File: config.mk
export PLATFORM = sky130hd
export DESIGN_NAME = phy_basic_mode_control
export DESIGN_NICKNAME = d
export VERILOG_FILES = /design/src/rtl/phy_basic_mode_control.v /design/src/rtl/status_field.v
export VERILOG_INCLUDE_DIRS = /design/src /design/src/rtl
export SDC_FILE = /design/constraint.sdc
export NUM_CORES = 1
export LEC_CHECK = 0
export ABC_CLOCK_PERIOD_IN_PS = 1900
export BUFFER_PORTS_ARGS = -buffer_cell sky130_fd_sc_hd__clkbuf_2
export CAP_MARGIN = 15
export CORE_MARGIN = 2
export CORE_UTILIZATION = 35
export CTS_BUF_LIST = sky130_fd_sc_hd__clkbuf_4 sky130_fd_sc_hd__clkbuf_8
export DETAILED_ROUTE_END_ITERATION = 10
export SYNTH_ARGS = -nofsm -noshare
export SYNTH_HDL_FRONTEND = slang
export SYNTH_HIERARCHICAL = 1
export SYNTH_SLANG_ARGS = --single-unit
File: constraint.sdc
create_clock -name clk -period 1.9 [get_ports clk]
set_input_delay 0.38 -clock clk [delete_from_list [all_inputs] [get_ports clk]]
set_output_delay 0.38 -clock clk [all_outputs]
set_load 0.05 [all_outputs]
File: src/rtl/phy_mode_defines.vh
// Constants for the port management register block: offsets, bit
// positions, reset values, access kinds and timing counts.
// Assumes a 10 MHz clock and a 32-bit AXI4-Lite register bus.
`ifndef PHY_MODE_DEFINES_VH
`define PHY_MODE_DEFINES_VH

// Byte offsets of the registers
`define OFS_BASIC_MODE_CONTROL 8'h00
`define OFS_EVENT_STATUS 8'h04
`define OFS_MODE_STATUS 8'h08

// Basic mode control bit positions
`define BMC_SW_RESET 15
`define BMC_LOOPBACK 14
`define BMC_SPEED_100 13
`define BMC_ANEG_ENABLE 12
`define BMC_FULL_DUPLEX 8

// Reset values of the non-strap control bits
`define BMC_SW_RESET_RST 1'b0
`define BMC_LOOPBACK_RST 1'b0

// Event status layout: bits 3:0 are field cells, 15:8 fixed value
`define EVT_SELF_CLEARING 0
`define EVT_CLEAR_ON_READ 1
`define EVT_LATCHED_LOW 2
`define EVT_LATCHED_HIGH 3
`define EVT_FIELD_COUNT 4
`define EVT_PERM_LSB 8
// Arbitrary fixed pattern for the permanent read-only byte
`define PERM_RO_VALUE 8'h5A

// Access kinds of a status field cell
`define KIND_SELF_CLEARING 2'h0
`define KIND_CLEAR_ON_READ 2'h1
`define KIND_LATCHED_LOW 2'h2
`define KIND_LATCHED_HIGH 2'h3

// AXI responses
`define RESP_OKAY 2'h0
`define RESP_SLVERR 2'h2

// Timing
`define CLK_PERIOD_NS 100
`define SW_RESET_TIME_NS 1000
`define SW_RESET_CYCLES ((`SW_RESET_TIME_NS + `CLK_PERIOD_NS - 1) / `CLK_PERIOD_NS)
`define LOOPBACK_DEAD_US 500
`define LOOPBACK_DEAD_CYCLES ((`LOOPBACK_DEAD_US * 1000) / `CLK_PERIOD_NS)

`endif

File: src/rtl/phy_basic_mode_control.v
// Management registers of one Ethernet PHY port behind AXI4-Lite.
// Assumes straps and event inputs are synchronous to clk.
//
// The implementer's own choice: the AXI4-Lite interface to the registers.
`timescale 1ns/100ps
`include "phy_mode_defines.vh"

module phy_basic_mode_control
#(
    parameter [15:0] LOOPBACK_SETTLE_CYCLES = `LOOPBACK_DEAD_CYCLES
)
(
    input wire clk,
    input wire resetn,
    input wire ce,
    // AXI4-Lite slave
    input wire [7:0] s_axi_awaddr,
    input wire s_axi_awvalid,
    output reg s_axi_awready,
    input wire [31:0] s_axi_wdata,
    input wire [3:0] s_axi_wstrb,
    input wire s_axi_wvalid,
    output reg s_axi_wready,
    output reg [1:0] s_axi_bresp,
    output reg s_axi_bvalid,
    input wire s_axi_bready,
    input wire [7:0] s_axi_araddr,
    input wire s_axi_arvalid,
    output reg s_axi_arready,
    output reg [31:0] s_axi_rdata,
    output reg [1:0] s_axi_rresp,
    output reg s_axi_rvalid,
    input wire s_axi_rready,
    // Strap levels
    input wire strap_speed_100,
    input wire strap_full_duplex,
    input wire strap_aneg_enable,
    // Auto-negotiation outcome
    input wire aneg_speed_100,
    input wire aneg_full_duplex,
    // Event sources of the status fields
    input wire evt_active,
    input wire evt_pulse,
    input wire cond_low_event_n,
    input wire cond_high_event,
    // Port control
    output reg port_reset_q,
    output reg loopback_q,
    output reg loopback_settling_q,
    output reg aneg_enable_q,
    output reg link_speed_100_q,
    output reg link_full_duplex_q
);

    localparam [1:0] SEL_BMC = 2'h0;
    localparam [1:0] SEL_EVT = 2'h1;
    localparam [1:0] SEL_MODE = 2'h2;
    localparam [1:0] SEL_NONE = 2'h3;
    localparam integer SW_RESET_LEN = `SW_RESET_CYCLES;

    // Shared by the write and read decoders
    function [1:0] reg_sel;
        input [7:0] addr;
        begin
            if (addr[7:2] == `OFS_BASIC_MODE_CONTROL >> 2)
                reg_sel = SEL_BMC;
            else if (addr[7:2] == `OFS_EVENT_STATUS >> 2)
                reg_sel = SEL_EVT;
            else if (addr[7:2] == `OFS_MODE_STATUS >> 2)
                reg_sel = SEL_MODE;
            else
                reg_sel = SEL_NONE;
        end
    endfunction

    reg speed_q;
    reg duplex_q;
    reg strap_load_q;
    reg [3:0] sw_reset_cnt_q;
    reg [15:0] settle_cnt_q;
    reg aw_have_q;
    reg w_have_q;
    reg [7:0] awaddr_q;
    reg [31:0] wdata_q;
    reg [3:0] wstrb_q;
    wire [3:0] field_in;
    wire [3:0] field_val;
    wire ar_take;
    wire evt_rd_clear;
    wire wr_do;
    wire wr_bmc;
    wire [15:0] bmc_rd;
    wire [15:0] evt_rd;
    wire [15:0] mode_rd;

    assign ar_take = ce & s_axi_arvalid & s_axi_arready;
    // Clear happens on the same edge that captures the read value
    assign evt_rd_clear = ar_take & (reg_sel(s_axi_araddr) == SEL_EVT);
    assign wr_do = aw_have_q & w_have_q & ~s_axi_bvalid;
    assign wr_bmc = wr_do & (reg_sel(awaddr_q) == SEL_BMC) & wstrb_q[1];

    assign field_in[`EVT_SELF_CLEARING] = evt_active;
    assign field_in[`EVT_CLEAR_ON_READ] = evt_pulse;
    assign field_in[`EVT_LATCHED_LOW] = cond_low_event_n;
    assign field_in[`EVT_LATCHED_HIGH] = cond_high_event;

    genvar gi;
    generate
        for (gi = 0; gi < `EVT_FIELD_COUNT; gi = gi + 1)
        begin : g_field
            localparam [31:0] KIND_I = gi;
            status_field
            #(
                .KIND(KIND_I[1:0])
            )
            u_field
            (
                .clk(clk),
                .resetn(resetn),
                .ce(ce),
                .cond(field_in[gi]),
                .rd_clear(evt_rd_clear),
                .value_q(field_val[gi])
            );
        end
    endgenerate

    // Bits 11:9, 7 and 6:0 are outside this block and read as zero
    assign bmc_rd = {port_reset_q, loopback_q, speed_q, aneg_enable_q,
                     3'h0, duplex_q, 8'h00};
    // The fixed byte is built from a constant, so no write reaches it
    assign evt_rd = {`PERM_RO_VALUE, 4'h0, field_val};
    assign mode_rd = {12'h000, loopback_settling_q, port_reset_q,
                      link_speed_100_q, link_full_duplex_q};

    // Basic mode control fields and software reset
    always @(posedge clk)
    begin
        if (!resetn)
        begin
            port_reset_q <= `BMC_SW_RESET_RST;
            loopback_q <= `BMC_LOOPBACK_RST;
            speed_q <= 1'b0;
            duplex_q <= 1'b0;
            aneg_enable_q <= 1'b0;
            strap_load_q <= 1'b1;
            sw_reset_cnt_q <= 4'h0;
        end
        else if (ce)
        begin
            if (strap_load_q)
            begin
                // Straps are caught after reset release, never under it
                speed_q <= strap_speed_100;
                duplex_q <= strap_full_duplex;
                aneg_enable_q <= strap_aneg_enable;
                strap_load_q <= 1'b0;
            end
            else if (port_reset_q)
            begin
                // Control writes are ignored until the reset finishes
                if (sw_reset_cnt_q == 4'h1)
                begin
                    port_reset_q <= 1'b0;
                    loopback_q <= `BMC_LOOPBACK_RST;
                    strap_load_q <= 1'b1;
                end
                sw_reset_cnt_q <= sw_reset_cnt_q - 4'h1;
            end
            else if (wr_bmc)
            begin
                if (wdata_q[`BMC_SW_RESET])
                begin
                    port_reset_q <= 1'b1;
                    sw_reset_cnt_q <= SW_RESET_LEN[3:0];
                end
                loopback_q <= wdata_q[`BMC_LOOPBACK];
                speed_q <= wdata_q[`BMC_SPEED_100];
                aneg_enable_q <= wdata_q[`BMC_ANEG_ENABLE];
                duplex_q <= wdata_q[`BMC_FULL_DUPLEX];
            end
        end
    end

    // Dead time after loopback is turned on
    always @(posedge clk)
    begin
        if (!resetn)
        begin
            settle_cnt_q <= 16'h0000;
            loopback_settling_q <= 1'b0;
        end
        else if (ce)
        begin
            if (!loopback_q)
            begin
                settle_cnt_q <= LOOPBACK_SETTLE_CYCLES;
                loopback_settling_q <= 1'b0;
            end
            else if (settle_cnt_q != 16'h0000)
            begin
                settle_cnt_q <= settle_cnt_q - 16'h0001;
                loopback_settling_q <= 1'b1;
            end
            else
            begin
                loopback_settling_q <= 1'b0;
            end
        end
    end

    // Link mode in use
    always @(posedge clk)
    begin
        if (!resetn)
        begin
            link_speed_100_q <= 1'b0;
            link_full_duplex_q <= 1'b0;
        end
        else if (ce)
        begin
            if (aneg_enable_q)
            begin
                link_speed_100_q <= aneg_speed_100;
                link_full_duplex_q <= aneg_full_duplex;
            end
            else
            begin
                link_speed_100_q <= speed_q;
                link_full_duplex_q <= duplex_q;
            end
        end
    end

    // Write channels: address and data may come in either order
    always @(posedge clk)
    begin
        if (!resetn)
        begin
            s_axi_awready <= 1'b1;
            s_axi_wready <= 1'b1;
            s_axi_bvalid <= 1'b0;
            s_axi_bresp <= `RESP_OKAY;
            aw_have_q <= 1'b0;
            w_have_q <= 1'b0;
            awaddr_q <= 8'h00;
            wdata_q <= 32'h00000000;
            wstrb_q <= 4'h0;
        end
        else if (ce)
        begin
            if (s_axi_awvalid && s_axi_awready)
            begin
                awaddr_q <= s_axi_awaddr;
                aw_have_q <= 1'b1;
                s_axi_awready <= 1'b0;
            end
            if (s_axi_wvalid && s_axi_wready)
            begin
                wdata_q <= s_axi_wdata;
                wstrb_q <= s_axi_wstrb;
                w_have_q <= 1'b1;
                s_axi_wready <= 1'b0;
            end
            if (wr_do)
            begin
                aw_have_q <= 1'b0;
                w_have_q <= 1'b0;
                s_axi_bvalid <= 1'b1;
                // Read-only registers accept and drop the data
                if (reg_sel(awaddr_q) == SEL_NONE)
                    s_axi_bresp <= `RESP_SLVERR;
                else
                    s_axi_bresp <= `RESP_OKAY;
            end
            if (s_axi_bvalid && s_axi_bready)
            begin
                s_axi_bvalid <= 1'b0;
                s_axi_awready <= 1'b1;
                s_axi_wready <= 1'b1;
            end
        end
    end

    // Read channel: one read at a time, data one cycle after address
    always @(posedge clk)
    begin
        if (!resetn)
        begin
            s_axi_arready <= 1'b1;
            s_axi_rvalid <= 1'b0;
            s_axi_rdata <= 32'h00000000;
            s_axi_rresp <= `RESP_OKAY;
        end
        else if (ce)
        begin
            if (ar_take)
            begin
                s_axi_arready <= 1'b0;
                s_axi_rvalid <= 1'b1;
                s_axi_rresp <= `RESP_OKAY;
                if (reg_sel(s_axi_araddr) == SEL_BMC)
                    s_axi_rdata <= {16'h0000, bmc_rd};
                else if (reg_sel(s_axi_araddr) == SEL_EVT)
                    s_axi_rdata <= {16'h0000, evt_rd};
                else if (reg_sel(s_axi_araddr) == SEL_MODE)
                    s_axi_rdata <= {16'h0000, mode_rd};
                else
                begin
                    s_axi_rdata <= 32'h00000000;
                    s_axi_rresp <= `RESP_SLVERR;
                end
            end
            else if (s_axi_rvalid && s_axi_rready)
            begin
                s_axi_rvalid <= 1'b0;
                s_axi_arready <= 1'b1;
            end
        end
    end

endmodule // phy_basic_mode_control

File: src/rtl/status_field.v
// One management status bit with a selectable access kind.
// Assumes rd_clear pulses for one cycle on a read of its register.
`timescale 1ns/100ps
`include "phy_mode_defines.vh"

module status_field
#(
    parameter [1:0] KIND = `KIND_SELF_CLEARING
)
(
    input wire clk,
    input wire resetn,
    input wire ce,
    input wire cond,
    input wire rd_clear,
    output reg value_q
);

    always @(posedge clk)
    begin
        if (!resetn)
        begin
            value_q <= 1'b0;
        end
        else if (ce)
        begin
            case (KIND)
                `KIND_SELF_CLEARING:
                begin
                    // Follows the event: set while it lasts
                    value_q <= cond;
                end
                `KIND_CLEAR_ON_READ:
                begin
                    // A new event in the read cycle wins over the clear
                    if (cond)
                        value_q <= 1'b1;
                    else if (rd_clear)
                        value_q <= 1'b0;
                end
                `KIND_LATCHED_LOW:
                begin
                    if (!cond)
                        value_q <= 1'b0;
                    else if (rd_clear)
                        value_q <= 1'b1;
                end
                default:
                begin
                    if (cond)
                        value_q <= 1'b1;
                    else if (rd_clear)
                        value_q <= 1'b0;
                end
            endcase
        end
    end

endmodule // status_field

==> results.md, run 1 <==
* Synth Instances at 331
* Max-slew violation count at 0
* Critical path startpoint category: flip-flop
* First-pass GRT wire length at 11200 um
* Via count at 2553
* Die area at 9850 um2
* Initial DRC count at 113
* Worst R2R Start: settle_cnt_q[1]
* Mapped cell area at 3180 um2
* Hold Path Sink: awaddr_q[3]
* R2R setup slack at 120 ps
* Crit share post-route at 93.7%
* Critical path fanouts, max at 5
* Ports at 116
* Final HPWL DP at 5280 um
* Hold-fix buffers, CTS at 0
* # rows at 34
* Port bufs at 58
* Latest clock arrival within the worst-skew pair at 330 ps
* Core footprint at 8760 um2
* Post_cts resized at 0
* ANT nets after route at 0
* Worst path top cell family by delay: simple AND/OR/NAND/NOR gates
* Synth top area cells: dfxtp_1 40%, buf_4 5.7%, mux2i_1 5.4%
* CP max stage cell: dfxtp_1
* Hold Crit Start: s_axi_awaddr[3]
* Largest net degree at the start of global routing at 26
* Post-synth top flop: dfxtp_1
* Area Growth Syn to Fin at 19.3%
* GPL Wtd Cong at 0.877
* Initial antenna violation count at 0
* CP Class: reg -> reg
* TritonCTS Buffers at 9
* YS warnings at 6
* Root buffer cell: clkbuf_8
* Die width at 99.3 um
* WP data arrival at 2010 ps
* Most common cell in the netlist: dfxtp_1
* Via density at 4.96
* Hold Path Cell Cnt at 3
* Gr ovfl total at 0
* GRT Util Overall at 14.2%
* Post-layout min period at 1780 ps
* Worst EP required at 2130 ps
* DR WL/cell at 13.4 um
* Setup TNS at 0 ps
* Final WS setup at 119 ps
* Fin. Hold Viols at 0
* DRC errors left at 0
* Sequential share of the synthesized area at 40.3%
* Post-synth top area cell: dfxtp_1
* Pwr dens at 831 nW/um2
* CTS H-tree depth at 3
* CP Cell Sequence: inv_1 > ha_1 > nor3b_4 > nand4_4 > o211a_4 > and3_1 > o31a_1
* CP max stage delay at 340 ps
* Antenna Cells at 0
* Clk buf depth at 2
* Max Cap Viol at 0
* Layout cells sized above 1 at 27.5%
* Mean post-synth cell area at 9.59 um2
* Status: complete, no violations
* Nets@finish at 475
* Pre-CTS WS at 64.5 ps
* Starting density of the core at 36.2%
* Maximum resistive drop on vdd at 0.000307 V
* Worst Setup End Kind: flip-flop
* FF+latch count, synth at 64
* Clk_skew at 4.80 ps
* Drt pass-1 iters at 4
* Leakage at 0.00161 uW
* Total wire length at 6920 um
* Worst path bufs/invs at 1
* Clk sink count at 64
* Worst Reg-to-Reg Cells at 7
* Achievable Freq at 562 MHz
* Commonest cells in the netlist: 64 x dfxtp_1, 26 x nand2_1, 25 x nor2b_1
* Synth cell types at 65
* Asr flop ratio synth at 0%
* Die Ht at 99.3 um
* Vias in the first global route at 2352
* Hold Crit Class: in -> reg
* Clock Pin Slew Worst Setup and Hold Paths at 70 ps
* Final setup violation count at 0
* Top cell type's share of synthesized area at 40.3%
* RSZ-0062 raised after global routing: no
* R2r endpoint: settle_cnt_q[13]
* CTS tree: done
* EDFF count, synth at 0
* Post-CTS Setup Bufs at 0
-- report_power, final --
group | total (uW) | switching, uW | internal, uW
Sequential | 1430 | 45.3 | 1390
Combinational | 435 | 291 | 144
Clock | 1280 | 545 | 737
-- routing by layer --
layer  wire length, um  GRT usage (%)  up-vias
li1                  -              -     1298
met1              3160           18.0     1196
met2              3410           23.5       52
met3               275           3.44        7
met4                74           5.27        0
met5                 0              0        -
-- tightest hold or removal path: cells and delay by family --
kind,cells,cell delay (ps)
buffers and inverters,1,70
muxes,1,50
and+or+nand+nor,1,90
-- registers in the layout, indices dropped and copies added, names as in the netlist, 4 cells and up --
signal	cells
wdata_q	5
settle_cnt_q	16
sw_reset_cnt_q	4
awaddr_q	6
g_field.u_field/value_q	4
s_axi_rdata	10
-- placed cells by master, fill, tap and decap left out, types with 4 or more instances in the layout --
| cell type | netlist | final |
|---|---|---|
| a21boi_0 | 7 | 7 |
| nor3_1 | 6 | 6 |
| clkbuf_2 | 0 | 58 |
| nor2_1 | 7 | 7 |
| xor2_1 | 5 | 5 |
| nor3b_2 | 4 | 4 |
| a222oi_1 | 4 | 4 |
| buf_4 | 24 | 14 |
| clkbuf_8 | 0 | 9 |
| o21ai_1 | 4 | 4 |
| nand3_1 | 12 | 12 |
| dfxtp_1 | 64 | 64 |
| ha_1 | 4 | 4 |
| a311oi_1 | 4 | 4 |
| and2_1 | 4 | 4 |
| nor2b_1 | 25 | 25 |
| conb_1 | 1 | 23 |
| and3_1 | 5 | 5 |
| nand2_1 | 26 | 26 |
| mux2i_1 | 17 | 17 |
| a21oi_1 | 14 | 14 |
| inv_1 | 6 | 5 |
| o21ai_0 | 12 | 12 |
-- kinds of logic after synthesis --
family	after synthesis	share of synthesized area, %
compound gates	73	16.4
other cells	1	0.118
buf+inv	40	7.88
flops	64	40.3
simple gates	122	25.4
xor+xnor	7	1.93
fa+ha+maj	4	1.58
mux	20	6.42
-- per-stage QoR --
stage	cells	util [%]	total power [uW]	area [um2]	hold WS [ps]
floorplan	353	-	1820	3260	437
global placement	499	40.6	1890	3560	445
CTS	515	43.1	3180	3780	273
global route	515	43.2	3290	3790	290
detailed placement	499	40.6	1900	3560	459
finish	515	43.2	3150	3790	294
-- how the worst max path moves through the flow --
| stage | depth (start not counted) | from | slack, ps | end |
|---|---|---|---|---|
| 4_1_cts | 7 | settle_cnt_q[0] | 40 | settle_cnt_q[13] |
| 6_report | 7 | settle_cnt_q[1] | 120 | settle_cnt_q[13] |
| 5_1_grt | 8 | settle_cnt_q[0] | 0.6 | settle_cnt_q[11] |
| 3_3_place_gp | 7 | settle_cnt_q[0] | 70 | settle_cnt_q[13] |
| 2_1_floorplan | 5 | s_axi_arready | 90 | g_field[1].u_field/value_q |
| 3_5_place_dp | 7 | settle_cnt_q[0] | 60 | settle_cnt_q[13] |
-- area by class of cell --
cell class / instances / area (um2)
multi-input combinational: 249 / 1740
fill: 885 / 4970
tap: 108 / 135
inverter: 6 / 22.5
clock inverter: 7 / 96.3
timing repair buffer: 72 / 395
clock buffer: 9 / 124
sequential: 64 / 1280
(Power assumes the default switching activity.)
==> run 2, diff against run 1 <==
ABC_AREA = 0   (was unset)
BUFFER_PORTS_ARGS = -buffer_cell sky130_fd_sc_hd__buf_4   (was -buffer_cell sky130_fd_sc_hd__clkbuf_2)
CORE_UTILIZATION = 50   (was 35)
PLACE_DENSITY = 0.81   (was unset)
==> run 2 against run 1 <==
Effect of this change: first-iteration DRC count unchanged; critical endpoint unchanged; utilization increased by 19 points; critical path type unchanged; combinational power increased by 6.4%; design area increased by 2.2%; highest routed layer unchanged.
==> results.md, run 2 (synthesis results as in run 1) <==
* DRC errors left at 0
* Status: complete, no violations
* Initial DRC count at 113
* Largest net degree at the start of global routing at 42
* WP data arrival at 2030 ps
* ANT nets after route at 0
* Root buffer cell: clkbuf_8
* CP Class: reg -> reg
* Latest clock arrival within the worst-skew pair at 340 ps
* Vias in the first global route at 2338
* Setup TNS at 0 ps
* Crit share post-route at 95.1%
* CTS H-tree depth at 3
* Most common cell after layout, fill and taps aside: buf_4
* Register area at 1280 um2
* Initial antenna violation count at 0
* Clock Pin Slew Worst Setup and Hold Paths at 70 ps
* Leakage at 0.00164 uW
* Commonest non-fill, non-tap cells in the layout: 67 x buf_4, 64 x dfxtp_1, 26 x nand2_1
* Area Growth Syn to Fin at 22.0%
* Die Ht at 83.7 um
* Clk_skew at 9.04 ps
* Drt pass-1 iters at 4
* Die area at 7000 um2
* Achievable Freq at 554 MHz
* Critical path fanouts, max at 5
* GPL Wtd Cong at 0.846
* Max Cap Viol at 0
* Worst Setup End Kind: flip-flop
* Largest Register: settle_cnt_q
* Worst EP required at 2120 ps
* Cell Area, Placed at 3660 um2
* Ports at 116
* First-pass GRT wire length at 11000 um
* Max-slew violation count at 0
* Biggest regs: settle_cnt_q: 16 flops, s_axi_rdata: 10 flops, awaddr_q: 6 flops
* Clk buf depth at 2
* # rows at 29
* Nets@finish at 472
* Clk sink count at 64
* DR WL/cell at 13.9 um
* Maximum resistive drop on vdd at 0.000660 V
* Total wire length at 6680 um
* Final HPWL DP at 4940 um
* Fin. Hold Viols at 0
* Footprint of the multi-input gates at 1750 um2
* Via density at 5.34
* Core footprint at 6240 um2
* Number of flip-flops in the largest register at 16
* Filler Cell Count at 529
* Hold-fix buffers, CTS at 0
* Layout cells sized above 1 at 27.8%
* Starting density of the core at 50.9%
* TritonCTS Buffers at 9
* GRT Util Overall at 19.4%
* Gr ovfl total at 0
* Final instance area at 3870 um2
* Antenna Cells at 0
* Critical path startpoint category: flip-flop
* Post-CTS Setup Bufs at 0
* Hold Crit Class: in -> reg
* Via count at 2565
* CTS tree: done
* Die width at 83.7 um
* Final setup violation count at 0
* Pwr dens at 782 nW/um2
* Post-layout min period at 1810 ps
* Port bufs at 58
## run 2: cell types whose count changed in the layout (fill, tap and decap cells not counted), moves of 2 or more
cell | before | now
clkbuf_2 | 58 | 0
clkinvlp_4 | 3 | 0
buf_4 | 14 | 67
clkinv_2 | 1 | 3
a311oi_2 | 0 | 2
a311oi_1 | 4 | 2
## run 2: routing by layer
metal  wire (um)  track usage, %  vias up  share of wire [%]
met2        3390            33.4       47                 51
met4          67            6.16        0                1.0
met3         257            4.95        8                3.8
met5           0               0        -                  0
li1            -               -     1285                  -
met1        2960            23.8     1225                 44
## run 2: through the flow
step	std cells	util (%)	hold slack (ps)	power (uW)	worst slack (ps)
2_1_floorplan	353	-	437	1820	86.0
3_3_place_gp	465	58.6	446	1910	116
3_5_place_dp	465	58.6	461	1920	43.5
4_1_cts	480	61.6	292	3040	30.8
5_1_grt	480	62.1	298	3150	-6.39
6_report	480	62.1	297	3030	93.9
## run 2: area by class of cell
| cell class | instances | area share [%] |
|---|---|---|
| multi-input combinational | 249 | 45.2 |
| sequential | 64 | 33.1 |
| timing repair buffer | 69 | 13.8 |
| clock buffer | 11 | 3.75 |
| tap | 77 | 2.49 |
| clock inverter | 4 | 1.16 |
| inverter | 6 | 0.581 |
## run 2: worst max-delay path: stages (launching register included)
cell     delay (ps)
dfxtp_1         350
inv_2            90
ha_1            150
nor3b_4         220
nand4_4         180
o211a_4         270
and3_1          160
o31a_1          270
## run 2: final timing paths
path,start,cells past startpoint,endpoint,slack (ps)
worst max register to register,settle_cnt_q[0],7,settle_cnt_q[13],90
worst min-delay path,s_axi_awaddr[6],3,awaddr_q[6],300
worst min register to register,aw_have_q,2,aw_have_q,470
worst max-delay path,settle_cnt_q[0],7,settle_cnt_q[13],90
## run 2: power breakdown
group          internal (uW)  total [uW]  switching [uW]  leakage, uW
sequential              1390        1430            42.2     0.000522
clock                    642        1140             493     0.000102
combinational            170         463             293      0.00102
## run 2: repair_timing
action	CTS	global route
hold endpoints to repair	0	0
setup endpoints to repair	0	8
resized for setup	0	7
